===== config.mk =====
export PLATFORM = sky130hd
export DESIGN_NAME = spimp_core
export DESIGN_NICKNAME = d
export VERILOG_FILES = /design/src/logic/spimp_pkg.sv /design/src/logic/spimp_core.sv
export SDC_FILE = /design/constraint.sdc
export NUM_CORES = 1
export LEC_CHECK = 0
export ABC_AREA = 1
export ABC_CLOCK_PERIOD_IN_PS = 4400
export BUFFER_PORTS_ARGS = -buffer_cell sky130_fd_sc_hd__buf_2
export CORE_MARGIN = 2
export CORE_UTILIZATION = 29
export DETAILED_ROUTE_END_ITERATION = 8
export PLACE_DENSITY = 0.49
export SYNTH_ARGS = -nofsm -noshare
export SYNTH_HDL_FRONTEND = slang
export SYNTH_SLANG_ARGS = --single-unit

===== constraint.sdc =====
create_clock -name clk -period 4.4 [get_ports clk]
set_input_delay 0.66 -clock clk [delete_from_list [all_inputs] [get_ports clk]]
set_output_delay 0.66 -clock clk [all_outputs]
set_load 0.01 [all_outputs]

===== src/logic/spimp_pkg.sv =====
// Constants, register map, state codes and the state record of the
// SPI master port. Assumes an APB slave with 32-bit data and a 200 MHz clk.
//
// Operation
// - main_control bit 6 enables the transmitter.
// - main_control bit 5 enables the receiver.
// - main_control bit 4 turns the whole port on or off.
// - Bit 3 enables the select output; cleared, select stays inactive.
// - Select goes low before data, returns high after the final bit.
// - Bit 2 picks bit order: clear MSB first, set LSB first.
// - Bit 1 polarity: clear idles low, samples falling; set the reverse.
// - Bits launch on the leading edge, held valid at the sampling edge.
// - irq_enables bits 3..0: done, overrun, tx empty, rx full.
// - Serial clock is clk over the sum of prescaler weights 128..4.
// - Transmitter off stops transfers and parks the clock at idle level.
// - Status bit 4 reads 1 while a transfer is in progress.
// - Done and overrun flags set on their events, clear on status read.
// - Tx empty flag sets when holding empty, clears on holding write.
// - Rx full flag sets on holding load, clears on holding read.
// - With port enabled, holding byte moves to shifter, empty flag sets.
// - At the 8th bit, load the next byte or end and flag done.
// - After a frame, data out holds last bit and clock stays constant.
// - Full byte goes to holding if empty, else overrun and byte lost.
// - Overrun with its enable set stops all further transfers.
// - Rx full and overrun requests follow their flags and enables.

package spimp_pkg;

    localparam int ADDR_W = 12;

    // Register indices; byte address is four times the index
    localparam logic [7:0] IDX_PRESCALE = 8'hD2;
    localparam logic [7:0] IDX_FLAGS = 8'hD3;
    localparam logic [7:0] IDX_TXHOLD = 8'hD4;
    localparam logic [7:0] IDX_RXHOLD = 8'hD5;
    localparam logic [7:0] IDX_CTRL = 8'hD6;
    localparam logic [7:0] IDX_IEN = 8'hD7;

    // main_control fields
    localparam int CTL_TX_EN = 6;
    localparam int CTL_RX_EN = 5;
    localparam int CTL_PORT_EN = 4;
    localparam int CTL_SEL_EN = 3;
    localparam int CTL_LSB = 2;
    localparam int CTL_POL = 1;
    localparam logic [7:0] CTRL_MASK = 8'h7E;
    localparam logic [7:0] CTRL_RST = 8'h00;

    // irq_enables fields
    localparam int IEN_DONE = 3;
    localparam int IEN_OVR = 2;
    localparam logic [7:0] IEN_MASK = 8'h0F;
    localparam logic [7:0] IEN_RST = 8'h00;

    // clock_prescale: weights live in bits 7..2
    localparam logic [7:0] PRESCALE_MASK = 8'hFC;
    localparam logic [7:0] PRESCALE_RST = 8'h04;
    localparam logic [6:0] HALF_MIN = 7'h02;

    localparam logic [2:0] LAST_BIT = 3'h7;
    localparam logic [23:0] RD_PAD = 24'h000000;
    localparam logic [2:0] FLAGS_PAD = 3'h0;

    typedef enum logic [4:0] {
        ST_IDLE = 5'b00001,
        ST_SETUP = 5'b00010,
        ST_ACT = 5'b00100,
        ST_GAP = 5'b01000,
        ST_END = 5'b10000
    } spimp_state_t;

    typedef struct packed {
        logic [7:0] ctrl;
        logic [7:0] ien;
        logic [7:0] presc;
        logic [7:0] txh;
        logic [7:0] rxh;
        logic txe;
        logic rxf;
        logic done;
        logic ovr;
        logic halt;
        spimp_state_t st;
        logic [6:0] cnt;
        logic [2:0] bitn;
        logic [7:0] tsh;
        logic [7:0] rsh;
        logic sclk;
        logic sout;
        logic csn;
        logic irq;
        logic [31:0] prdata;
    } spimp_regs_t;

    localparam spimp_regs_t REGS_RST = '{
        ctrl: CTRL_RST, ien: IEN_RST, presc: PRESCALE_RST,
        txh: 8'h00, rxh: 8'h00, txe: 1'b1, rxf: 1'b0, done: 1'b0,
        ovr: 1'b0, halt: 1'b0, st: ST_IDLE, cnt: 7'h00, bitn: 3'h0,
        tsh: 8'h00, rsh: 8'h00, sclk: 1'b0, sout: 1'b0, csn: 1'b1,
        irq: 1'b0, prdata: 32'h00000000};

endpackage : spimp_pkg


===== src/logic/spimp_core.sv =====
// SPI master port: APB register slave, prescaler and the shift engine.
// Assumes APB master on clk, serial_in synchronous to clk.
//
// Register access over APB is this design's own decision.
`timescale 1ns/100ps
`default_nettype none

module spimp_core
    import spimp_pkg::*;
(
    input wire logic clk,
    input wire logic rst_n,
    input wire logic ce,
    input wire logic psel,
    input wire logic penable,
    input wire logic pwrite,
    input wire logic [ADDR_W-1:0] paddr,
    input wire logic [31:0] pwdata,
    input wire logic [3:0] pstrb,
    output logic [31:0] prdata,
    output logic pready,
    output logic pslverr,
    output logic serial_clock,
    output logic serial_out,
    input wire logic serial_in,
    output logic chip_select_n,
    output logic irq
);

    function automatic logic [ADDR_W-1:0] byte_addr(input logic [7:0] idx);
        byte_addr = {2'h0, idx, 2'h0};
    endfunction : byte_addr

    // Half a serial clock period in clk cycles; all-zero weights act as 4
    function automatic logic [6:0] half_cycles(input logic [7:0] p);
        if (p[7:2] == 6'h00)
            half_cycles = HALF_MIN;
        else
            half_cycles = {p[7:2], 1'b0};
    endfunction : half_cycles

    function automatic logic out_bit(input logic [7:0] sh, input logic lsb);
        out_bit = lsb ? sh[0] : sh[7];
    endfunction : out_bit

    function automatic logic [7:0] shift_out(input logic [7:0] sh,
                                            input logic lsb);
        shift_out = lsb ? {1'b0, sh[7:1]} : {sh[6:0], 1'b0};
    endfunction : shift_out

    function automatic logic [7:0] shift_in(input logic [7:0] sh,
                                           input logic b,
                                           input logic lsb);
        shift_in = lsb ? {b, sh[7:1]} : {sh[6:0], b};
    endfunction : shift_in

    logic [1:0] rsync_r;
    logic rst_sync_n;
    spimp_regs_t r;
    spimp_regs_t n;
    logic setup_ph;
    logic access_ph;
    logic wr;
    logic rd;
    logic hit;
    logic run;
    logic pol;
    logic lsb;
    logic tx_write;
    logic byte_done;
    logic ovr_set;
    logic done_set;
    logic load_ev;
    logic [6:0] half;
    logic [7:0] rx_new;
    logic [7:0] flags_view;

    // Reset released through two flops so the release is clean
    always_ff @(posedge clk or negedge rst_n)
    begin
        if (!rst_n)
            rsync_r <= 2'b00;
        else
            rsync_r <= {rsync_r[0], 1'b1};
    end
    assign rst_sync_n = rsync_r[1];

    assign setup_ph = psel & ~penable;
    assign access_ph = psel & penable & ce;
    assign hit = (paddr == byte_addr(IDX_PRESCALE))
        || (paddr == byte_addr(IDX_FLAGS))
        || (paddr == byte_addr(IDX_TXHOLD))
        || (paddr == byte_addr(IDX_RXHOLD))
        || (paddr == byte_addr(IDX_CTRL))
        || (paddr == byte_addr(IDX_IEN));
    assign wr = access_ph & pwrite & pstrb[0] & hit;
    assign rd = access_ph & ~pwrite & hit;
    assign pol = r.ctrl[CTL_POL];
    assign lsb = r.ctrl[CTL_LSB];
    assign run = r.ctrl[CTL_PORT_EN] & r.ctrl[CTL_TX_EN]
        & ~r.halt;
    assign half = half_cycles(r.presc);
    assign flags_view = {FLAGS_PAD, r.st != ST_IDLE, r.done, r.ovr,
                         r.txe, r.rxf};

    always_comb
    begin
        n = r;
        tx_write = 1'b0;
        byte_done = 1'b0;
        ovr_set = 1'b0;
        done_set = 1'b0;
        load_ev = 1'b0;
        rx_new = shift_in(r.rsh, serial_in, lsb);
        if (ce)
        begin
            // Read data is latched in the setup phase, answered next cycle
            if (setup_ph && !pwrite)
            begin
                if (paddr == byte_addr(IDX_PRESCALE))
                    n.prdata = {RD_PAD, r.presc};
                else if (paddr == byte_addr(IDX_FLAGS))
                    n.prdata = {RD_PAD, flags_view};
                else if (paddr == byte_addr(IDX_RXHOLD))
                    n.prdata = {RD_PAD, r.rxh};
                else if (paddr == byte_addr(IDX_CTRL))
                    n.prdata = {RD_PAD, r.ctrl};
                else if (paddr == byte_addr(IDX_IEN))
                    n.prdata = {RD_PAD, r.ien};
                else
                    n.prdata = {RD_PAD, 8'h00};
            end
            if (wr)
            begin
                if (paddr == byte_addr(IDX_CTRL))
                begin
                    n.ctrl = pwdata[7:0] & CTRL_MASK;
                    // Turning the port off is the way out of an overrun stop
                    if (!pwdata[CTL_PORT_EN])
                        n.halt = 1'b0;
                end
                if (paddr == byte_addr(IDX_IEN))
                    n.ien = pwdata[7:0] & IEN_MASK;
                if (paddr == byte_addr(IDX_PRESCALE))
                    n.presc = pwdata[7:0] & PRESCALE_MASK;
                if (paddr == byte_addr(IDX_TXHOLD))
                begin
                    n.txh = pwdata[7:0];
                    n.txe = 1'b0;
                    tx_write = 1'b1;
                end
            end
            // Clears first; hardware sets below override them
            if (rd && paddr == byte_addr(IDX_FLAGS))
            begin
                n.done = 1'b0;
                n.ovr = 1'b0;
            end
            if (rd && paddr == byte_addr(IDX_RXHOLD))
                n.rxf = 1'b0;
            if (!run)
            begin
                n.st = ST_IDLE;
                n.sclk = pol;
                n.csn = 1'b1;
                n.bitn = 3'h0;
            end
            else
            begin
                unique case (r.st)
                    ST_IDLE:
                    begin
                        n.sclk = pol;
                        if (!r.txe)
                        begin
                            n.tsh = r.txh;
                            load_ev = 1'b1;
                            n.csn = ~r.ctrl[CTL_SEL_EN];
                            n.cnt = half - 7'h01;
                            n.bitn = 3'h0;
                            n.st = ST_SETUP;
                        end
                    end
                    ST_SETUP, ST_GAP:
                    begin
                        if (r.cnt != 7'h00)
                            n.cnt = r.cnt - 7'h01;
                        else
                        begin
                            n.sout = out_bit(r.tsh, lsb);
                            n.sclk = ~pol;
                            n.cnt = half - 7'h01;
                            n.st = ST_ACT;
                        end
                    end
                    ST_ACT:
                    begin
                        if (r.cnt != 7'h00)
                            n.cnt = r.cnt - 7'h01;
                        else
                        begin
                            n.sclk = pol;
                            n.rsh = rx_new;
                            n.tsh = shift_out(r.tsh, lsb);
                            n.cnt = half - 7'h01;
                            n.st = ST_GAP;
                            n.bitn = r.bitn + 3'h1;
                            if (r.bitn == LAST_BIT)
                            begin
                                byte_done = 1'b1;
                                if (!r.txe)
                                begin
                                    n.tsh = r.txh;
                                    load_ev = 1'b1;
                                end
                                else
                                begin
                                    done_set = 1'b1;
                                    n.st = ST_END;
                                end
                            end
                        end
                    end
                    ST_END:
                    begin
                        if (r.cnt != 7'h00)
                            n.cnt = r.cnt - 7'h01;
                        else
                        begin
                            n.csn = 1'b1;
                            n.st = ST_IDLE;
                        end
                    end
                    default:
                    begin
                        n.st = ST_IDLE;
                        n.sclk = pol;
                        n.csn = 1'b1;
                    end
                endcase
            end
            // A write landing with a load keeps the new byte pending
            if (load_ev && !tx_write)
                n.txe = 1'b1;
            if (done_set)
                n.done = 1'b1;
            if (byte_done && r.ctrl[CTL_RX_EN])
            begin
                if (!r.rxf)
                begin
                    n.rxh = rx_new;
                    n.rxf = 1'b1;
                end
                else
                begin
                    ovr_set = 1'b1;
                    n.ovr = 1'b1;
                    if (r.ien[IEN_OVR])
                        n.halt = 1'b1;
                end
            end
            n.irq = |({n.done, n.ovr, n.txe, n.rxf} & n.ien[3:0]);
        end
    end

    always_ff @(posedge clk or negedge rst_sync_n)
    begin
        if (!rst_sync_n)
            r <= REGS_RST;
        else
            r <= n;
    end

    assign prdata = r.prdata;
    assign pready = access_ph;
    assign pslverr = access_ph & ~hit;
    assign serial_clock = r.sclk;
    assign serial_out = r.sout;
    assign chip_select_n = r.csn;
    assign irq = r.irq;
endmodule : spimp_core

`default_nettype wire


After elaboration in Yosys (flattened, before gate mapping)
Index checks and enable logic that the tools add are counted.
- multiplexer cells: 76
- eq/ne operators: 28
- reductions and logical operators: 33
- bitwise gates (word level): 20
- add/subtract/negate cells: 3
- operators by type and width (cell ; count):
    $mux 8 ; 13
    $eq 12x10->1 const B ; 6
    $mux 32 ; 2
    $mux 1 ; 38
    $mux 5 ; 6
    $mux 23 ; 1
    $pmux 11 s2 ; 1
    $mux 7 ; 3
    $pmux 7 s3 ; 1
    $mux 20 ; 1
    $pmux 5 s4 ; 1
    $reduce_and 4->1 ; 5
    $reduce_and 3->1 ; 5
    $reduce_and 5->1 ; 3
    $sub 7x1->7 const B ; 2
    $ne 3x3->1 const B ; 4
    $and 1x1->1 ; 11
    $mux 2 ; 5
    $ne 2x1->1 const B ; 5
    $ne 2x2->1 const B ; 5
    $not 1->1 ; 8
    $reduce_bool 7->1 ; 1
    $logic_not 6->1 ; 1
    $pmux 1 s3 ; 2
    other kinds (21) ; 30
- register bits: 114
- logic and storage cells: 182

Longest topological paths before layout
- depth after elaboration: 15
- depth in mapped cells: 15
- gate-level depth less buffers: 15

Least setup slack after synthesis
Ideal clock, no wire load.
- path kind: input to output
- from: in paddr[0]
- to: out pslverr
- required time: 3740 ps
- buffers on the path: 0
- path slack: 2286 ps
- stages on the path: 6
- arrival: 1454 ps
- cells stage by stage: inv_1 > nand2_1 > nor2_1 > o21ai_0 > nand4_1 > nor2_1
- longest elaborated chain between the ends: 8
- elaborated cells on any way between the ends: 13
- classes of those cells: eq/ne (6); bitwise (2); reduce/logical (5)
- ends and longest elaborated chain (item ; RTL line ; source):
    start: declaration ; spimp_core.sv:17 ; input wire logic [ADDR_W-1:0] paddr,
    $eq 12x10->1, on equally long branches ; spimp_core.sv:90, spimp_core.sv:91 ;
    $logic_or 1x1->1 ; spimp_core.sv:91 ; || (paddr == byte_addr(IDX_FLAGS))
    $logic_or 1x1->1 ; spimp_core.sv:92 ; || (paddr == byte_addr(IDX_TXHOLD))
    $logic_or 1x1->1 ; spimp_core.sv:93 ; || (paddr == byte_addr(IDX_RXHOLD))
    $logic_or 1x1->1 ; spimp_core.sv:94 ; || (paddr == byte_addr(IDX_CTRL))
    $logic_or 1x1->1 * ; spimp_core.sv:95 ; || (paddr == byte_addr(IDX_IEN));
    $not 1->1 * ; spimp_core.sv:276 ; assign pslverr = access_ph & ~hit;
    $and 1x1->1 * ; spimp_core.sv:276 ;
    end: declaration ; spimp_core.sv:22 ; output logic pslverr,
Mark *: on every way between the ends. The rest lies on a longest branch, timed or not.

Worst setup path in the final report
- from: in paddr[10]
- to: out pslverr
Same word-level chain as after synthesis.

==> results.json <==
{
  "critical_path_arrival_ns": 1.94,
  "cts_setup_buffers": 0,
  "drt_iter0_markers": 260,
  "cts_made_buffers": 9,
  "worst_slack_ns": 1.798,
  "finalCritPeriodShare_pct": 59.13,
  "synthArstFlopShare_pct": 100.0,
  "synth_cell_type_count": 43,
  "cts.sinks": 82,
  "regToRegStartpoint": "r[56]",
  "max_freq_ghz": 0.3844,
  "stdcell_area_um2": 5345,
  "core_area_um2": 15940,
  "yosys_register_bits": 82,
  "synth-edff-count": 0,
  "syn_inst": 604,
  "p_leak_nw": 2.600,
  "multiInputGateArea_um2": 2190,
  "die_w_um": 132.1,
  "fin_crit_ns": 2.602,
  "yosysWarnings": 0,
  "skew_ns": 0.008534,
  "yosys-top-cells-area": "dfrtp_1 (41%), nand2_1 (12%), o21ai_0 (6.0%)",
  "clock_tree.root_cell": "clkbuf_16",
  "placed_cell_area_um2": 5030,
  "pre_cts_ws_ns": 1.759,
  "layout.nets": 697,
  "cpMostUsedCell": "buf_2",
  "reg2reg_to": "r[43]",
  "grt_setup_unrepaired": "no",
  "status": "finished, final reports clean",
  "timing_worst_setup_path_type": "in -> out",
  "p_per_area_nw_per_um2": 321.1,
  "drv_slew": 0,
  "seq_area_frac_synth_pct": 43.25,
  "postRouteAntennaNets": 0,
  "path_buf_inv": 3,
  "htree_levels": 3,
  "fill_cells": 1684,
  "required_ns": 3.74,
  "place_inst": 842,
  "synthFlopType": "dfrtp_1",
  "tns_ns": 0,
  "cp-end-kind": "primary output",
  "routabilityCongestion": 0.8735,
  "drc": 0,
  "design.die.area_um2": 17440,
  "slowest_delay_ns": 0.35,
  "drtPass1Iterations": 4,
  "cts_hold_buf": 0,
  "vdd_drop_max_v": 0.0002022,
  "finalSetupViolCount": 0,
  "grt_pass1_vias": 3797,
  "grt_pass1_wl_um": 19930,
  "grt_use_total_pct": 14.44,
  "start_util_pct": 29.83,
  "die_height_um": 132.1,
  "port_buffers": 41,
  "overflow": 0,
  "relSlewSlack_pct": 29.66,
  "avgSynthCellArea_um2": 7.874,
  "clk_latency_ns": 0.35,
  "cp_slowest_cell": "nor2_2",
  "synth_area_um2": 4756,
  "clk_path_buf_depth": 2,
  "fin_cells": 858,
  "crit_path_cell_trace": "buf_2, inv_1, nand2_1, nor2_2, nand3_1, nand4_1, nor2_1, buf_2",
  "maxCapViolCount": 0,
  "crit_path_start_kind": "input pin",
  "cp_max_fo": 11,
  "yosys-top-cells-count": "nand2_1 (146), dfrtp_1 (78), inv_1 (73)",
  "cts_tree": "built",
  "grt_max_degree": 81,
  "rows": 46,
  "final_layout_size_suffix_gt1_share_pct": 16.04,
  "antenna_found_initial": 0,
  "yosysMostFrequentCell": "nand2_1",
  "crit_family": "simple AND/OR/NAND/NOR gates",
  "yosysTopAreaCell": "dfrtp_1",
  "ff_latch_area_um2": 2061,
  "reg2reg_depth": 7,
  "num_io_pins": 93,
  "n_antenna_cell": 0,
  "viasPerCell": 4.627,
  "drt-total-wl_um": 11810,
  "tightest_slew_ns": 1.055,
  "clk_pin_slew_worst_paths_ns": 0.05,
  "hold_ws_ns": 0.09207,
  "area_delta_synth_final_pct": 12.39,
  "vias": 3970,
  "finalHoldViolCount": 0,
  "wire_per_inst_um": 13.76,
  "synth.top_cell.area_share_pct": 41.04,
  "rrSetupSlack_ns": 2.19,
  "cts_resized": 0,
  "dp_hpwl_um": 8936,
  "hold_path_class": "in -> async"
}
sequential cells by signal, summed over array words and instances, names as in the netlist:
name	cells
serial_clock	1
lsb	1
r	62
rsync_r	2
flags_view	4
prdata	8
irq	1
chip_select_n	1
pol	1
serial_out	1
stage by stage:
| step | util, % | power [W] |
|---|---|---|
| floorplan | - | 0.0008931 |
| global placement | 31.55 | 0.0009157 |
| detailed placement | 31.55 | 0.0009173 |
| CTS | 33.53 | 0.001742 |
| global route | 33.53 | 0.001793 |
| finish | 33.53 | 0.001716 |
cell families (layout without fill, tap and decap cells):
logic type                 Yosys count  count (layout)  synth area share, %
and+or+nand+nor                    265             265                25.47
xor gates and xnor gates             7               7                1.289
muxes                               11              11                2.578
buffers and inverters              123             138                12.52
adders and majority gates            5               5                1.315
other                                2              25               0.1579
DFF                                 82              82                43.25
AOI/OAI and AO/OA                  109             109                13.42
worst max-delay path by stage:
stage               startpoint       endpoint  depth (start not counted)
finish               paddr[10]        pslverr                          8
global route         paddr[11]        pslverr                          8
CTS                  paddr[10]        pslverr                          8
detailed placement   paddr[10]          r[91]                         11
global placement     paddr[10]          r[95]                         11
floorplan           rsync_r[1]  flags_view[0]                          0
cell usage in the layout, fill, tap and decap left out, drive strengths merged, types with 3 or more instances in the layout:
| master | n |
|---|---|
| inv | 80 |
| nor3 | 9 |
| a221oi | 4 |
| xor2 | 5 |
| dfrtp | 78 |
| o22ai | 3 |
| o221ai | 5 |
| dfstp | 4 |
| a21oi | 9 |
| nand4 | 12 |
| nand3 | 29 |
| mux2 | 10 |
| conb | 25 |
| ha | 5 |
| buf | 41 |
| a22oi | 6 |
| o21ai | 73 |
| nor2 | 61 |
| nand2 | 151 |
| clkbuf | 13 |
worst register-to-register path: stages, from the launching register on:
cell	delay [ns]
dfrtp_1	0.38
inv_1	0.11
ha_1	0.16
nand2_1	0.08
nor2_4	0.24
inv_2	0.14
nor4_4	0.57
mux2_2	0.42
routing by layer:
metal | share of wire [%] | GRT usage, %
met1 | 49 | 20.21
met2 | 44 | 21.41
met3 | 4.9 | 3.537
met4 | 2.5 | 5.676
met5 | 0 | 0
cell type report:
cell class | instances | area share [%]
clock buffer | 13 | 4.682
clock inverter | 3 | 1.217
inverter | 81 | 5.688
multi-input combinational | 422 | 40.96
sequential | 82 | 38.55
tap | 216 | 5.056
timing repair buffer | 41 | 3.839
where the power goes:
group | internal [W] | leakage (nW) | switching [W]
sequential | 0.000772 | 1.04 | 0.0000251
clock | 0.000512 | 0.154 | 0.000301
combinational | 0.0000353 | 1.41 | 0.0000700
Power figures use the tool's default switching activity.
